<file path="src/common/pin_remap_pkg.sv">
// constants, types and pin tables for the remappable input selector block
package pin_remap_pkg;

    // ------------------------------------------------------------------
    // sizes
    // ------------------------------------------------------------------
    localparam int NUM_GROUPS      = 4;
    localparam int NUM_CODES       = 15;
    localparam int NUM_PORT_A_PADS = 15;
    localparam int NUM_PORT_B_PADS = 14;
    localparam int NUM_PADS        = NUM_PORT_A_PADS + NUM_PORT_B_PADS;
    localparam int NUM_SELECTORS   = 47;
    localparam int ADDR_WIDTH      = 12;
    localparam int DATA_WIDTH      = 32;

    typedef logic [3:0] selector_type;
    typedef logic [4:0] pad_index_type;
    typedef logic [1:0] lock_key_type;

    // ------------------------------------------------------------------
    // register map and fields
    // ------------------------------------------------------------------
    localparam logic [11:0] CONFIG_CONTROL_0_ADDR = 12'h000;
    localparam logic [3:0]  SELECTOR_PAGE         = 4'h1;   // selector i at 0x100 + 4*i
    localparam int          LOCK_BIT              = 13;     // config write lock
    localparam int          LOCK_KEY_LSB          = 0;      // lock key field 1:0
    localparam selector_type SELECTOR_OFF         = 4'h0;
    localparam selector_type SELECTOR_RESET       = 4'h0;
    localparam logic        LOCK_RESET            = 1'b0;
    localparam lock_key_type LOCK_KEY_OPEN        = 2'h0;   // lock bit may change
    localparam lock_key_type LOCK_KEY_GUARD       = 2'h1;   // lock bit frozen
    localparam lock_key_type LOCK_KEY_SEAL        = 2'h3;   // frozen until reset
    localparam lock_key_type LOCK_KEY_RESET       = 2'h1;
    localparam logic [1:0]  RESP_OKAY             = 2'h0;
    localparam logic [1:0]  RESP_SLVERR           = 2'h2;

    // ------------------------------------------------------------------
    // peripheral input slots, grouped; first slot of each group
    // ------------------------------------------------------------------
    localparam int GROUP_FIRST [NUM_GROUPS] = '{0, 14, 26, 37};
    localparam int EXT_IRQ_0_IDX = 0;
    localparam int EXT_IRQ_1_IDX = 14;
    localparam int EXT_IRQ_2_IDX = 26;
    localparam int EXT_IRQ_3_IDX = 37;
    localparam int NMI_IDX       = 38;

    // group of a peripheral input slot
    function automatic int groupOf(input int slot);
        int g;
        g = 0;
        for (int k = 1; k < NUM_GROUPS; k++) begin
            if (slot >= GROUP_FIRST[k]) begin
                g = k;
            end
        end
        return g;
    endfunction : groupOf

    // pad numbering: port A pin n is n, port B pin n is 15 + n
    function automatic pad_index_type padA(input int n);
        return pad_index_type'(n);
    endfunction : padA

    function automatic pad_index_type padB(input int n);
        return pad_index_type'(NUM_PORT_A_PADS + n);
    endfunction : padB

    // pads reached by codes 1..15 of each group, code 1 first
    localparam pad_index_type GROUP_PADS [NUM_GROUPS][NUM_CODES] = '{
        '{padA(3), padA(7), padA(11), padB(0), padB(4), padB(8), padB(12),
          padA(2), padA(6), padA(10), padA(14), padB(3), padB(7), padB(11), padA(9)},
        '{padA(4), padA(8), padA(12), padB(1), padB(5), padB(9), padB(13),
          padA(3), padA(7), padA(11), padB(0), padB(4), padB(8), padB(12), padA(0)},
        '{padA(5), padA(9), padA(13), padB(2), padB(6), padB(10), padA(0),
          padA(4), padA(8), padA(12), padB(1), padB(5), padB(9), padB(13), padA(1)},
        '{padA(6), padA(10), padA(14), padB(3), padB(7), padB(11), padA(1),
          padA(5), padA(9), padA(13), padB(2), padB(6), padB(10), padA(8), padA(2)}
    };

endpackage : pin_remap_pkg

</file>
<file path="src/hdl/input_pin_mux.sv">
// one peripheral input: picks one pad of its group by a 4-bit code
`timescale 1ns/1ps
`default_nettype none

module input_pin_mux
    import pin_remap_pkg::*;
#(
    parameter int GROUP = 0
) (
    // selection
    input  wire selector_type          selector,
    // pads
    input  wire logic [NUM_PADS-1:0]   pads,
    // peripheral side
    output logic                       periphIn
);

    // ------------------------------------------------------------------
    // pad multiplexer
    // ------------------------------------------------------------------
    // code zero drives a quiet low; other codes index this group's list only
    // code zero off
    always_comb begin
        periphIn = 1'b0;
        if (selector != SELECTOR_OFF) begin
            periphIn = pads[GROUP_PADS[GROUP][int'(selector) - 1]];
        end
    end

endmodule : input_pin_mux

`default_nettype wire

</file>
<file path="src/hdl/remappable_input_select.sv">
// remappable input selector fabric with AXI4-Lite register access
//
// The AXI4-Lite interface to the registers and the register addresses were decided locally.
`timescale 1ns/1ps
`default_nettype none

module remappable_input_select
    import pin_remap_pkg::*;
(
    // clock and reset
    input  wire logic                       clk,
    input  wire logic                       reset_n,
    // axi4-lite write address
    input  wire logic [ADDR_WIDTH-1:0]      awaddr,
    input  wire logic                       awvalid,
    output logic                            awready,
    // axi4-lite write data
    input  wire logic [DATA_WIDTH-1:0]      wdata,
    input  wire logic [3:0]                 wstrb,
    input  wire logic                       wvalid,
    output logic                            wready,
    // axi4-lite write response
    output logic [1:0]                      bresp,
    output logic                            bvalid,
    input  wire logic                       bready,
    // axi4-lite read address
    input  wire logic [ADDR_WIDTH-1:0]      araddr,
    input  wire logic                       arvalid,
    output logic                            arready,
    // axi4-lite read data
    output logic [DATA_WIDTH-1:0]           rdata,
    output logic [1:0]                      rresp,
    output logic                            rvalid,
    input  wire logic                       rready,
    // device pads
    input  wire logic [NUM_PORT_A_PADS-1:0] portAPads,
    input  wire logic [NUM_PORT_B_PADS-1:0] portBPads,
    // peripheral inputs and lock state
    output logic [NUM_SELECTORS-1:0]        peripheralInputs,
    output logic                            configWriteLock
);

    // ------------------------------------------------------------------
    // state
    // ------------------------------------------------------------------
    selector_type              sel [NUM_SELECTORS];
    selector_type              next_sel [NUM_SELECTORS];
    lock_key_type              lockKey;
    lock_key_type              next_lockKey;
    logic                      next_configWriteLock;
    logic                      awHeld;
    logic                      next_awHeld;
    logic                      wHeld;
    logic                      next_wHeld;
    logic [ADDR_WIDTH-1:0]     awAddrHeld;
    logic [ADDR_WIDTH-1:0]     next_awAddrHeld;
    logic [DATA_WIDTH-1:0]     wDataHeld;
    logic [DATA_WIDTH-1:0]     next_wDataHeld;
    logic [3:0]                wStrbHeld;
    logic [3:0]                next_wStrbHeld;
    logic                      next_awready;
    logic                      next_wready;
    logic                      next_bvalid;
    logic [1:0]                next_bresp;
    logic                      next_arready;
    logic                      next_rvalid;
    logic [1:0]                next_rresp;
    logic [DATA_WIDTH-1:0]     next_rdata;
    logic [NUM_PADS-1:0]       pads;
    logic                      wrCommit;
    logic                      wrIsConfig;
    logic                      wrIsSelector;
    logic [5:0]                wrIndex;
    logic                      rdIsConfig;
    logic                      rdIsSelector;
    logic [5:0]                rdIndex;

    assign pads = {portBPads, portAPads};

    // ------------------------------------------------------------------
    // address decode
    // ------------------------------------------------------------------
    // selector i answers at 0x100 + 4*i; everything else but config is unmapped
    assign wrCommit     = awHeld && wHeld && !bvalid;
    assign wrIndex      = awAddrHeld[7:2];
    assign wrIsConfig   = awAddrHeld[11:2] == CONFIG_CONTROL_0_ADDR[11:2];
    assign wrIsSelector = awAddrHeld[11:8] == SELECTOR_PAGE
                          && wrIndex < 6'(NUM_SELECTORS);
    assign rdIndex      = araddr[7:2];
    assign rdIsConfig   = araddr[11:2] == CONFIG_CONTROL_0_ADDR[11:2];
    assign rdIsSelector = araddr[11:8] == SELECTOR_PAGE
                          && rdIndex < 6'(NUM_SELECTORS);

    // ------------------------------------------------------------------
    // write channel and register updates
    // ------------------------------------------------------------------
    // address and data are caught in either order, committed once both held
    always_comb begin
        next_awHeld          = awHeld;
        next_wHeld           = wHeld;
        next_awAddrHeld      = awAddrHeld;
        next_wDataHeld       = wDataHeld;
        next_wStrbHeld       = wStrbHeld;
        next_bvalid          = bvalid;
        next_bresp           = bresp;
        next_lockKey         = lockKey;
        next_configWriteLock = configWriteLock;
        for (int i = 0; i < NUM_SELECTORS; i++) begin
            next_sel[i] = sel[i];
        end
        if (awvalid && awready) begin
            next_awHeld     = 1'b1;
            next_awAddrHeld = awaddr;
        end
        if (wvalid && wready) begin
            next_wHeld     = 1'b1;
            next_wDataHeld = wdata;
            next_wStrbHeld = wstrb;
        end
        if (bvalid && bready) begin
            next_bvalid = 1'b0;
        end
        if (wrCommit) begin
            next_awHeld = 1'b0;
            next_wHeld  = 1'b0;
            next_bvalid = 1'b1;
            next_bresp  = (wrIsConfig || wrIsSelector) ? RESP_OKAY : RESP_SLVERR;
            if (wrIsConfig) begin
                // a sealed key stays sealed until the next reset
                if (wStrbHeld[0] && lockKey != LOCK_KEY_SEAL) begin
                    next_lockKey = wDataHeld[LOCK_KEY_LSB +: 2];
                end
                if (wStrbHeld[1] && lockKey == LOCK_KEY_OPEN) begin
                    next_configWriteLock = wDataHeld[LOCK_BIT];
                end
            end
            if (wrIsSelector && wStrbHeld[0] && !configWriteLock) begin
                next_sel[wrIndex] = wDataHeld[3:0];
            end
        end
        next_awready = !next_awHeld && !next_bvalid;
        next_wready  = !next_wHeld && !next_bvalid;
    end

    // register write side; reset clears every selector
    always_ff @(posedge clk or negedge reset_n) begin
        if (!reset_n) begin
            awHeld          <= 1'b0;
            wHeld           <= 1'b0;
            awAddrHeld      <= '0;
            wDataHeld       <= '0;
            wStrbHeld       <= 4'h0;
            awready         <= 1'b0;
            wready          <= 1'b0;
            bvalid          <= 1'b0;
            bresp           <= RESP_OKAY;
            lockKey         <= LOCK_KEY_RESET;
            configWriteLock <= LOCK_RESET;
            for (int i = 0; i < NUM_SELECTORS; i++) begin
                sel[i] <= SELECTOR_RESET;
            end
        end else begin
            awHeld          <= next_awHeld;
            wHeld           <= next_wHeld;
            awAddrHeld      <= next_awAddrHeld;
            wDataHeld       <= next_wDataHeld;
            wStrbHeld       <= next_wStrbHeld;
            awready         <= next_awready;
            wready          <= next_wready;
            bvalid          <= next_bvalid;
            bresp           <= next_bresp;
            lockKey         <= next_lockKey;
            configWriteLock <= next_configWriteLock;
            for (int i = 0; i < NUM_SELECTORS; i++) begin
                sel[i] <= next_sel[i];
            end
        end
    end

    // ------------------------------------------------------------------
    // read channel
    // ------------------------------------------------------------------
    // one read at a time; data shows live selectors and lock state
    always_comb begin
        next_rvalid = rvalid;
        next_rdata  = rdata;
        next_rresp  = rresp;
        if (rvalid && rready) begin
            next_rvalid = 1'b0;
        end
        if (arvalid && arready) begin
            next_rvalid = 1'b1;
            next_rdata  = '0;
            next_rresp  = RESP_OKAY;
            if (rdIsConfig) begin
                next_rdata[LOCK_BIT]          = configWriteLock;
                next_rdata[LOCK_KEY_LSB +: 2] = lockKey;
            end else if (rdIsSelector) begin
                next_rdata[3:0] = sel[rdIndex];
            end else begin
                next_rresp = RESP_SLVERR;
            end
        end
        next_arready = !next_rvalid;
    end

    // register read side
    always_ff @(posedge clk or negedge reset_n) begin
        if (!reset_n) begin
            arready <= 1'b0;
            rvalid  <= 1'b0;
            rdata   <= '0;
            rresp   <= RESP_OKAY;
        end else begin
            arready <= next_arready;
            rvalid  <= next_rvalid;
            rdata   <= next_rdata;
            rresp   <= next_rresp;
        end
    end

    // ------------------------------------------------------------------
    // peripheral input multiplexers
    // ------------------------------------------------------------------
    // inputs only, no pad drive
    for (genvar s = 0; s < NUM_SELECTORS; s++) begin : gen_mux
        input_pin_mux #(
            .GROUP    (groupOf(s))
        ) u_mux (
            .selector (sel[s]),
            .pads     (pads),
            .periphIn (peripheralInputs[s])
        );
    end

    // ------------------------------------------------------------------
    // assertions
    // ------------------------------------------------------------------
    logic firstCycle;
    logic anySelSet;

    // marks the first cycle after reset release
    always_ff @(posedge clk or negedge reset_n) begin
        if (!reset_n) begin
            firstCycle <= 1'b1;
        end else begin
            firstCycle <= 1'b0;
        end
    end

    // any selector holding a non-zero code
    always_comb begin
        anySelSet = 1'b0;
        for (int i = 0; i < NUM_SELECTORS; i++) begin
            anySelSet = anySelSet | (sel[i] != SELECTOR_OFF);
        end
    end
endmodule : remappable_input_select

`default_nettype wire

</file>
<file path="config.mk">
export PLATFORM = sky130hd
export DESIGN_NAME = remappable_input_select
export DESIGN_NICKNAME = d
export VERILOG_FILES = /design/src/common/pin_remap_pkg.sv /design/src/hdl/input_pin_mux.sv /design/src/hdl/remappable_input_select.sv
export SDC_FILE = /design/constraint.sdc
export NUM_CORES = 1
export LEC_CHECK = 0
export BUFFER_PORTS_ARGS = -buffer_cell sky130_fd_sc_hd__buf_2
export CORE_ASPECT_RATIO = 0.75
export CORE_MARGIN = 4
export CORE_UTILIZATION = 42
export CTS_CLUSTER_SIZE = 8
export DETAILED_ROUTE_END_ITERATION = 6
export SKIP_CTS_REPAIR_TIMING = 1
export SYNTH_ARGS = -nofsm -noshare
export SYNTH_HDL_FRONTEND = slang
export SYNTH_SLANG_ARGS = --single-unit
export TNS_END_PERCENT = 50
</file>
<file path="constraint.sdc">
create_clock -name clk -period 3.8 [get_ports clk]
set_clock_uncertainty 0.05 [all_clocks]
set_input_delay 0.76 -clock clk [delete_from_list [all_inputs] [get_ports clk]]
set_output_delay 0.76 -clock clk [all_outputs]
set_load 0.05 [all_outputs]
</file>
======== After elaboration in Yosys (flattened, before gate mapping) ========
Memories as Yosys holds them, arrays and structs flattened.
Cells that the tools add are included.
storage, ports and cells
  register bits ........................... 235
  latch bits .............................. 0
  memory bits (writable) .................. 0
  bits in read-only memories .............. 3,760
  memories ................................ 47
memory list
  name             depth  width  read ports  clocked after Yosys merged registers in  write ports  RTL line             source
  (no name shown)  16     5      1           0                                        0            input_pin_mux.sv:26  periphIn = pads[GROUP_PADS[GROUP][int'(selector) - 1]];
  (no name shown)  16     5      1           0                                        0            input_pin_mux.sv:26
  (no name shown)  16     5      1           0                                        0            input_pin_mux.sv:26
  (no name shown)  16     5      1           0                                        0            input_pin_mux.sv:26
  (no name shown)  16     5      1           0                                        0            input_pin_mux.sv:26
  (no name shown)  16     5      1           0                                        0            input_pin_mux.sv:26
  +41 memories     --     --     --          --                                       --           --
operators by class
  $add $sub $neg .......................... 47
  $mul .................................... 0
  div/mod/pow operators ................... 0
  $lt $le $gt $ge ......................... 99
  equality and inequality tests ........... 3
  shifts and indexed selects .............. 0
  mux-type cells .......................... 256
  bitwise gates (word level) .............. 49
  reduce and logical (&&, ||, !) cells .... 76
operators by type and width
  operator             count
  $ge 32x5->1 const B  47
  $not 32->32          47
  $mux 5               94
  $lt 5x6->1 const B   47
  $bmux 1 s5           47
  $sub 4x1->5 const B  47
  $bwmux 188           1
  $reduce_bool 4->1    47
  $mux 1               103
  $bmux 4 s6           1
  $demux 4 s6          1
  $logic_not 10->1     2
  $logic_and 1x1->1    16
  $mux 4               4
  $ge 7x7->1 const B   2
  $not 6->7            2
  $lt 6x6->1 const B   2
  $mux 2               5
  $eq 4x1->1 const B   2
  $lt 7x1->1 const B   1
  $logic_not 1->1      6
  $reduce_and 3->1     2
  $logic_not 2->1      1
  $ne 2x2->1 const B   1
  other kinds (2)      2

======== Logic depth before layout (Yosys ltp) ========
  word-level depth ........................ 8
  mapped depth ............................ 15
  gate-level depth less buffers ........... 12

======== Cells and area by module ========
From an unflattened synthesis, not the netlist that was laid out.
second synthesis, totals
  cells, all modules ...................... 4,628
  area total of the unflattened synthesis .. 40,637.7 µm²
modules (own cells, without submodules)
  module                                  times used  cells each  area an instance (µm²)  sequential area each (µm²)
  remappable_input_select                 1           764         10,677.7                5,556.6
  input_pin_mux at gen_mux[14].u_mux ...  12          78          638.1                   0.0
  input_pin_mux at gen_mux[26].u_mux ...  11          77          591.8                   0.0
  input_pin_mux at gen_mux[0].u_mux ...   8           79          605.6                   0.0
  input_pin_mux at gen_mux[4].u_mux ...   6           74          631.9                   0.0
  input_pin_mux at gen_mux[42].u_mux ...  5           95          724.4                   0.0
  input_pin_mux at gen_mux[37].u_mux ...  5           106         706.9                   0.0

======== Worst setup path after synthesis ========
Ideal clock, no wire load.
  path type ............................... register -> output
  start ................................... reg sel[8] (netlist bit)
  end ..................................... out peripheralInputs[44]
  arrival time ............................ 3.012 ns
  required time ........................... 2.990 ns
  setup slack ............................. -0.022 ns
  stages on the path, launching flop included .. 15
  buffers on the path ..................... 4
  cell sequence ........................... dfrtp_1 > clkbuf_1 > inv_1 > ha_1 > clkbuf_1 > nor2b_1 > mux2i_1 > a211oi_1 > a31o_2 > clkbuf_1 > a221oi_1 > a211oi_1 > nor3_1 > nor4_1 > buf_4
on the way
  longest elaborated chain between the ends .. 8
RTL lines
  what                                        RTL line                        source
  start: declaration                          remappable_input_select.sv:46   selector_type sel [NUM_SELECTORS];
  start signal: indexed assignment            remappable_input_select.sv:175  sel[i] <= next_sel[i];
  $sub 4x1->5                                 input_pin_mux.sv:26
  $not 32->32 (not written as such)           input_pin_mux.sv:26
  $mem_v2 16x5                                --
  $mux 5 (not written as such) (2 in series)  input_pin_mux.sv:26
  $bmux 1 s5                                  input_pin_mux.sv:26
  $mux 1 (not written as such)                input_pin_mux.sv:26
  $mux 1 *                                    input_pin_mux.sv:25             if (selector != SELECTOR_OFF) begin
  end: declaration                            remappable_input_select.sv:39   output logic [NUM_SELECTORS-1:0] peripheralInputs,
Mark *: on every way between the ends. The rest lies on a longest branch, timed or not. The select of a mux whose other input is x is not followed.

======== Worst setup path in the final report ========
Same ends and word-level chain as after synthesis.

==> out/results.txt <==
Core ar.: 75300 sq um
Detailed Route WL: 115000 microns
Async S/R FF share, synth: 100%
Nets: 4443
FF+latch count, synth: 222
Post-Syn Instances: 3694
Synth cell types: 103
Clk Latency, worst-skew pair: 0.56 ns
IO buf count: 122
Via density: 6.09
Initial antenna violation count: 7
Max Fclk: 0.238 GHz
PwrDens: 275 nW/um^2
Ys flop type: dfrtp_1
Initial Util: 42.4%
Die H: 247 microns
Routability Congestion: 0.944
Crit. Startpoint: sel[8]$_DFFE_PN0P_
Mapped Area: 32000 sq um
Critical-path maximum fanout: 9
FF-to-FF path depth: 8
Chip Width: 326 microns
Overall power: 11300 uW
Ports: 185
Detailed-route DRC error count: 0
Leakage power total: 0.0176 uW
Fin crit period: 4.20 ns
RSZ-0062 raised after global routing: true
Commonest non-fill, non-tap cell in the layout: buf_4
VDD IR-drop max: 0.000414 V
Slew Limit Fails: 0
Setup crit start kind: register
Htree depth: 2
Global-route wire length before repair: 165000 microns
Synth Warn #: 0
DRT Pass-1 Iters: 6
Critical path capture point type: output pin
Final period util: 110%
Critical Setup Path Class: reg -> out
Final worst setup slack: -0.396 ns
Register area share after synthesis: 17.4%
Gr usage total: 25.8%
Initial DRC Count: 3106
Area growth syn-to-layout: 29.0%
Max-slew headroom: 11.5%
Dpl hpwl: 78800 microns
Vias in the first global route: 27.4k
Rows: 87
Failing checks: negative setup slack
Tightest Pin Transition: 1.33 ns
R2r setup slk: 0.52 ns
Clk buf depth: 3
Utilization after layout: 54.7%
Post-synth EDFFs: 0
Crit Reg-Reg Startpoint: awAddrHeld[3]$_DFFE_PN0P_
Critical Path AT: 3.39 ns
Syn_area_per_cell: 8.65 sq um
Layout cells sized above 1: 40.5%
Min-delay worst type: in -> async
Inserted Clock Buffers: 34
Die ar.: 80600 sq um
Most frequent cells in the layout: buf_4 (507), mux2i_1 (282), mux2_2 (263), nor2_1 (244), nand2_1 (233)
Routed Antenna Nets: 0
Hold Vio Cnt, Final: 0
R2r endpoint: sel[43]$_DFFE_PN0P_
Outcome: finished with violations
Fillers: 6707
Final setup fails: 44
Via count: 31.3k
Largest net degree at the start of global routing: 95
Clock sinks: 222
Worst-path clk slew: 0.06 ns
GRT overflow: 0
CTS tree: done
Crit path required time: 2.99 ns
Max_cap viols: 0
Clk root buf: clkbuf_16
Drt wl/cell: 22.3 microns
[routing by layer]
| layer | up-vias | track usage, % | part of all wire, % |
|---|---|---|---|
| li1 | 14400 | - | - |
| met1 | 15300 | 37.1 | 44 |
| met2 | 1371 | 39.6 | 44 |
| met3 | 230 | 4.98 | 8.9 |
| met4 | 2 | 6.90 | 3.0 |
| met5 | - | 0 | 0.011 |
[sequential cells by signal, indices dropped and copies added (netlist names)]
| name | count |
|---|---|
| bvalid | 1 |
| wStrbHeld | 2 |
| awAddrHeld | 10 |
| bresp | 1 |
| sel | 188 |
| lockKey | 2 |
| configWriteLock | 1 |
| wready | 1 |
| arready | 1 |
| rdata | 5 |
| awready | 1 |
| awHeld | 1 |
| wHeld | 1 |
| rresp | 1 |
| rvalid | 1 |
| wDataHeld | 5 |
[through the flow]
stage	setup TNS, ns	hold slack [ns]	worst slack, ns	std cells	area (sq um)
after floorplan	-0.00448	0.377	-0.00448	3722	32100
after global placement	-0.104	0.410	-0.0568	4937	35900
after detailed placement	-0.110	0.411	-0.0464	4937	35900
after CTS	-21.63	0.225	-0.652	4990	36800
after global routing	-13.34	0.256	-0.488	5149	41200
final	-7.32	0.207	-0.396	5150	41200
[area by class of cell]
cell class	count	area [sq um]	share of cell area, %
inverter	222	868	2.11
sequential	222	5600	13.6
clock inverter	4	38.8	0.0941
clock buffer	49	917	2.23
timing repair buffer	683	5650	13.7
tap	1023	1280	3.11
antenna	2	5.00	0.0121
multi-input combinational	2945	26800	65.1
[Yosys cell counts, types with 16 or more instances]
library cell  instances  share of area, %
mux2i_1             304               9.5
mux2_2              273               9.6
nor2_1              258               3.0
ha_1                239               9.4
nand2_1             239               2.8
dfrtp_1             221                17
inv_1               219               2.6
clkbuf_1            197               2.3
o21ai_0             196               3.1
a21oi_1             181               2.8
mux4_2              105               7.4
xnor2_1              96               2.6
buf_4                80               1.9
nor3_1               80               1.3
a211oi_1             72               1.7
nand3_1              58              0.91
nor2b_1              50              0.98
a221oi_1             49               1.3
o22ai_1              49              0.96
xor2_1               42               1.2
buf_2                41              0.64
o211ai_1             36              0.85
o221ai_1             31              0.85
nor3b_1              27              0.63
o31ai_1              26              0.61
nand2b_1             25              0.49
nand3b_1             25              0.59
or3_1                25              0.49
and2_1               24              0.47
a31oi_1              23              0.45
a22oi_1              22              0.52
or2_2                20              0.39
o21bai_1             19              0.45
a32oi_1              18              0.49
o2111ai_1            17              0.47
nor4_1               16              0.31
o21a_1               16              0.38
[worst max path at each step]
stage and end:
2_1_floorplan peripheralInputs[4], 3_3_place_gp peripheralInputs[46], 3_5_place_dp peripheralInputs[41], 4_1_cts peripheralInputs[46], 5_1_grt peripheralInputs[46], 6_report peripheralInputs[44]
[cell families after synthesis]
group	synth area share, %
multiplexers	27.6
buffers and inverters	7.69
AND/OR/NAND/NOR	14.2
XOR/XNOR	4.09
adder cells (fa/ha/maj)	9.36
AO/OA/AOI/OAI	19.7
other	0.0117
flip-flops	17.4
[critical path, cell delays in order (launching register included)]
cell and delay [ns]:
dfrtp_1 0.38, inv_1 0.12, ha_1 0.27, buf_4 0.18, or3b_2 0.44, a21oi_1 0.14, a311oi_1 0.06, buf_4 0.18
nand2_1 0.08, nor2_1 0.05, o311ai_1 0.10, a21boi_0 0.15, nor4_1 0.33, buf_4 0.22, buf_12 0.14
[report_power, final]
group,internal [uW],switching [uW]
Clock,1660,1240
Sequential,2540,595
Combinational,2370,2940
No activity file was read; power rests on OpenSTA's default activity.
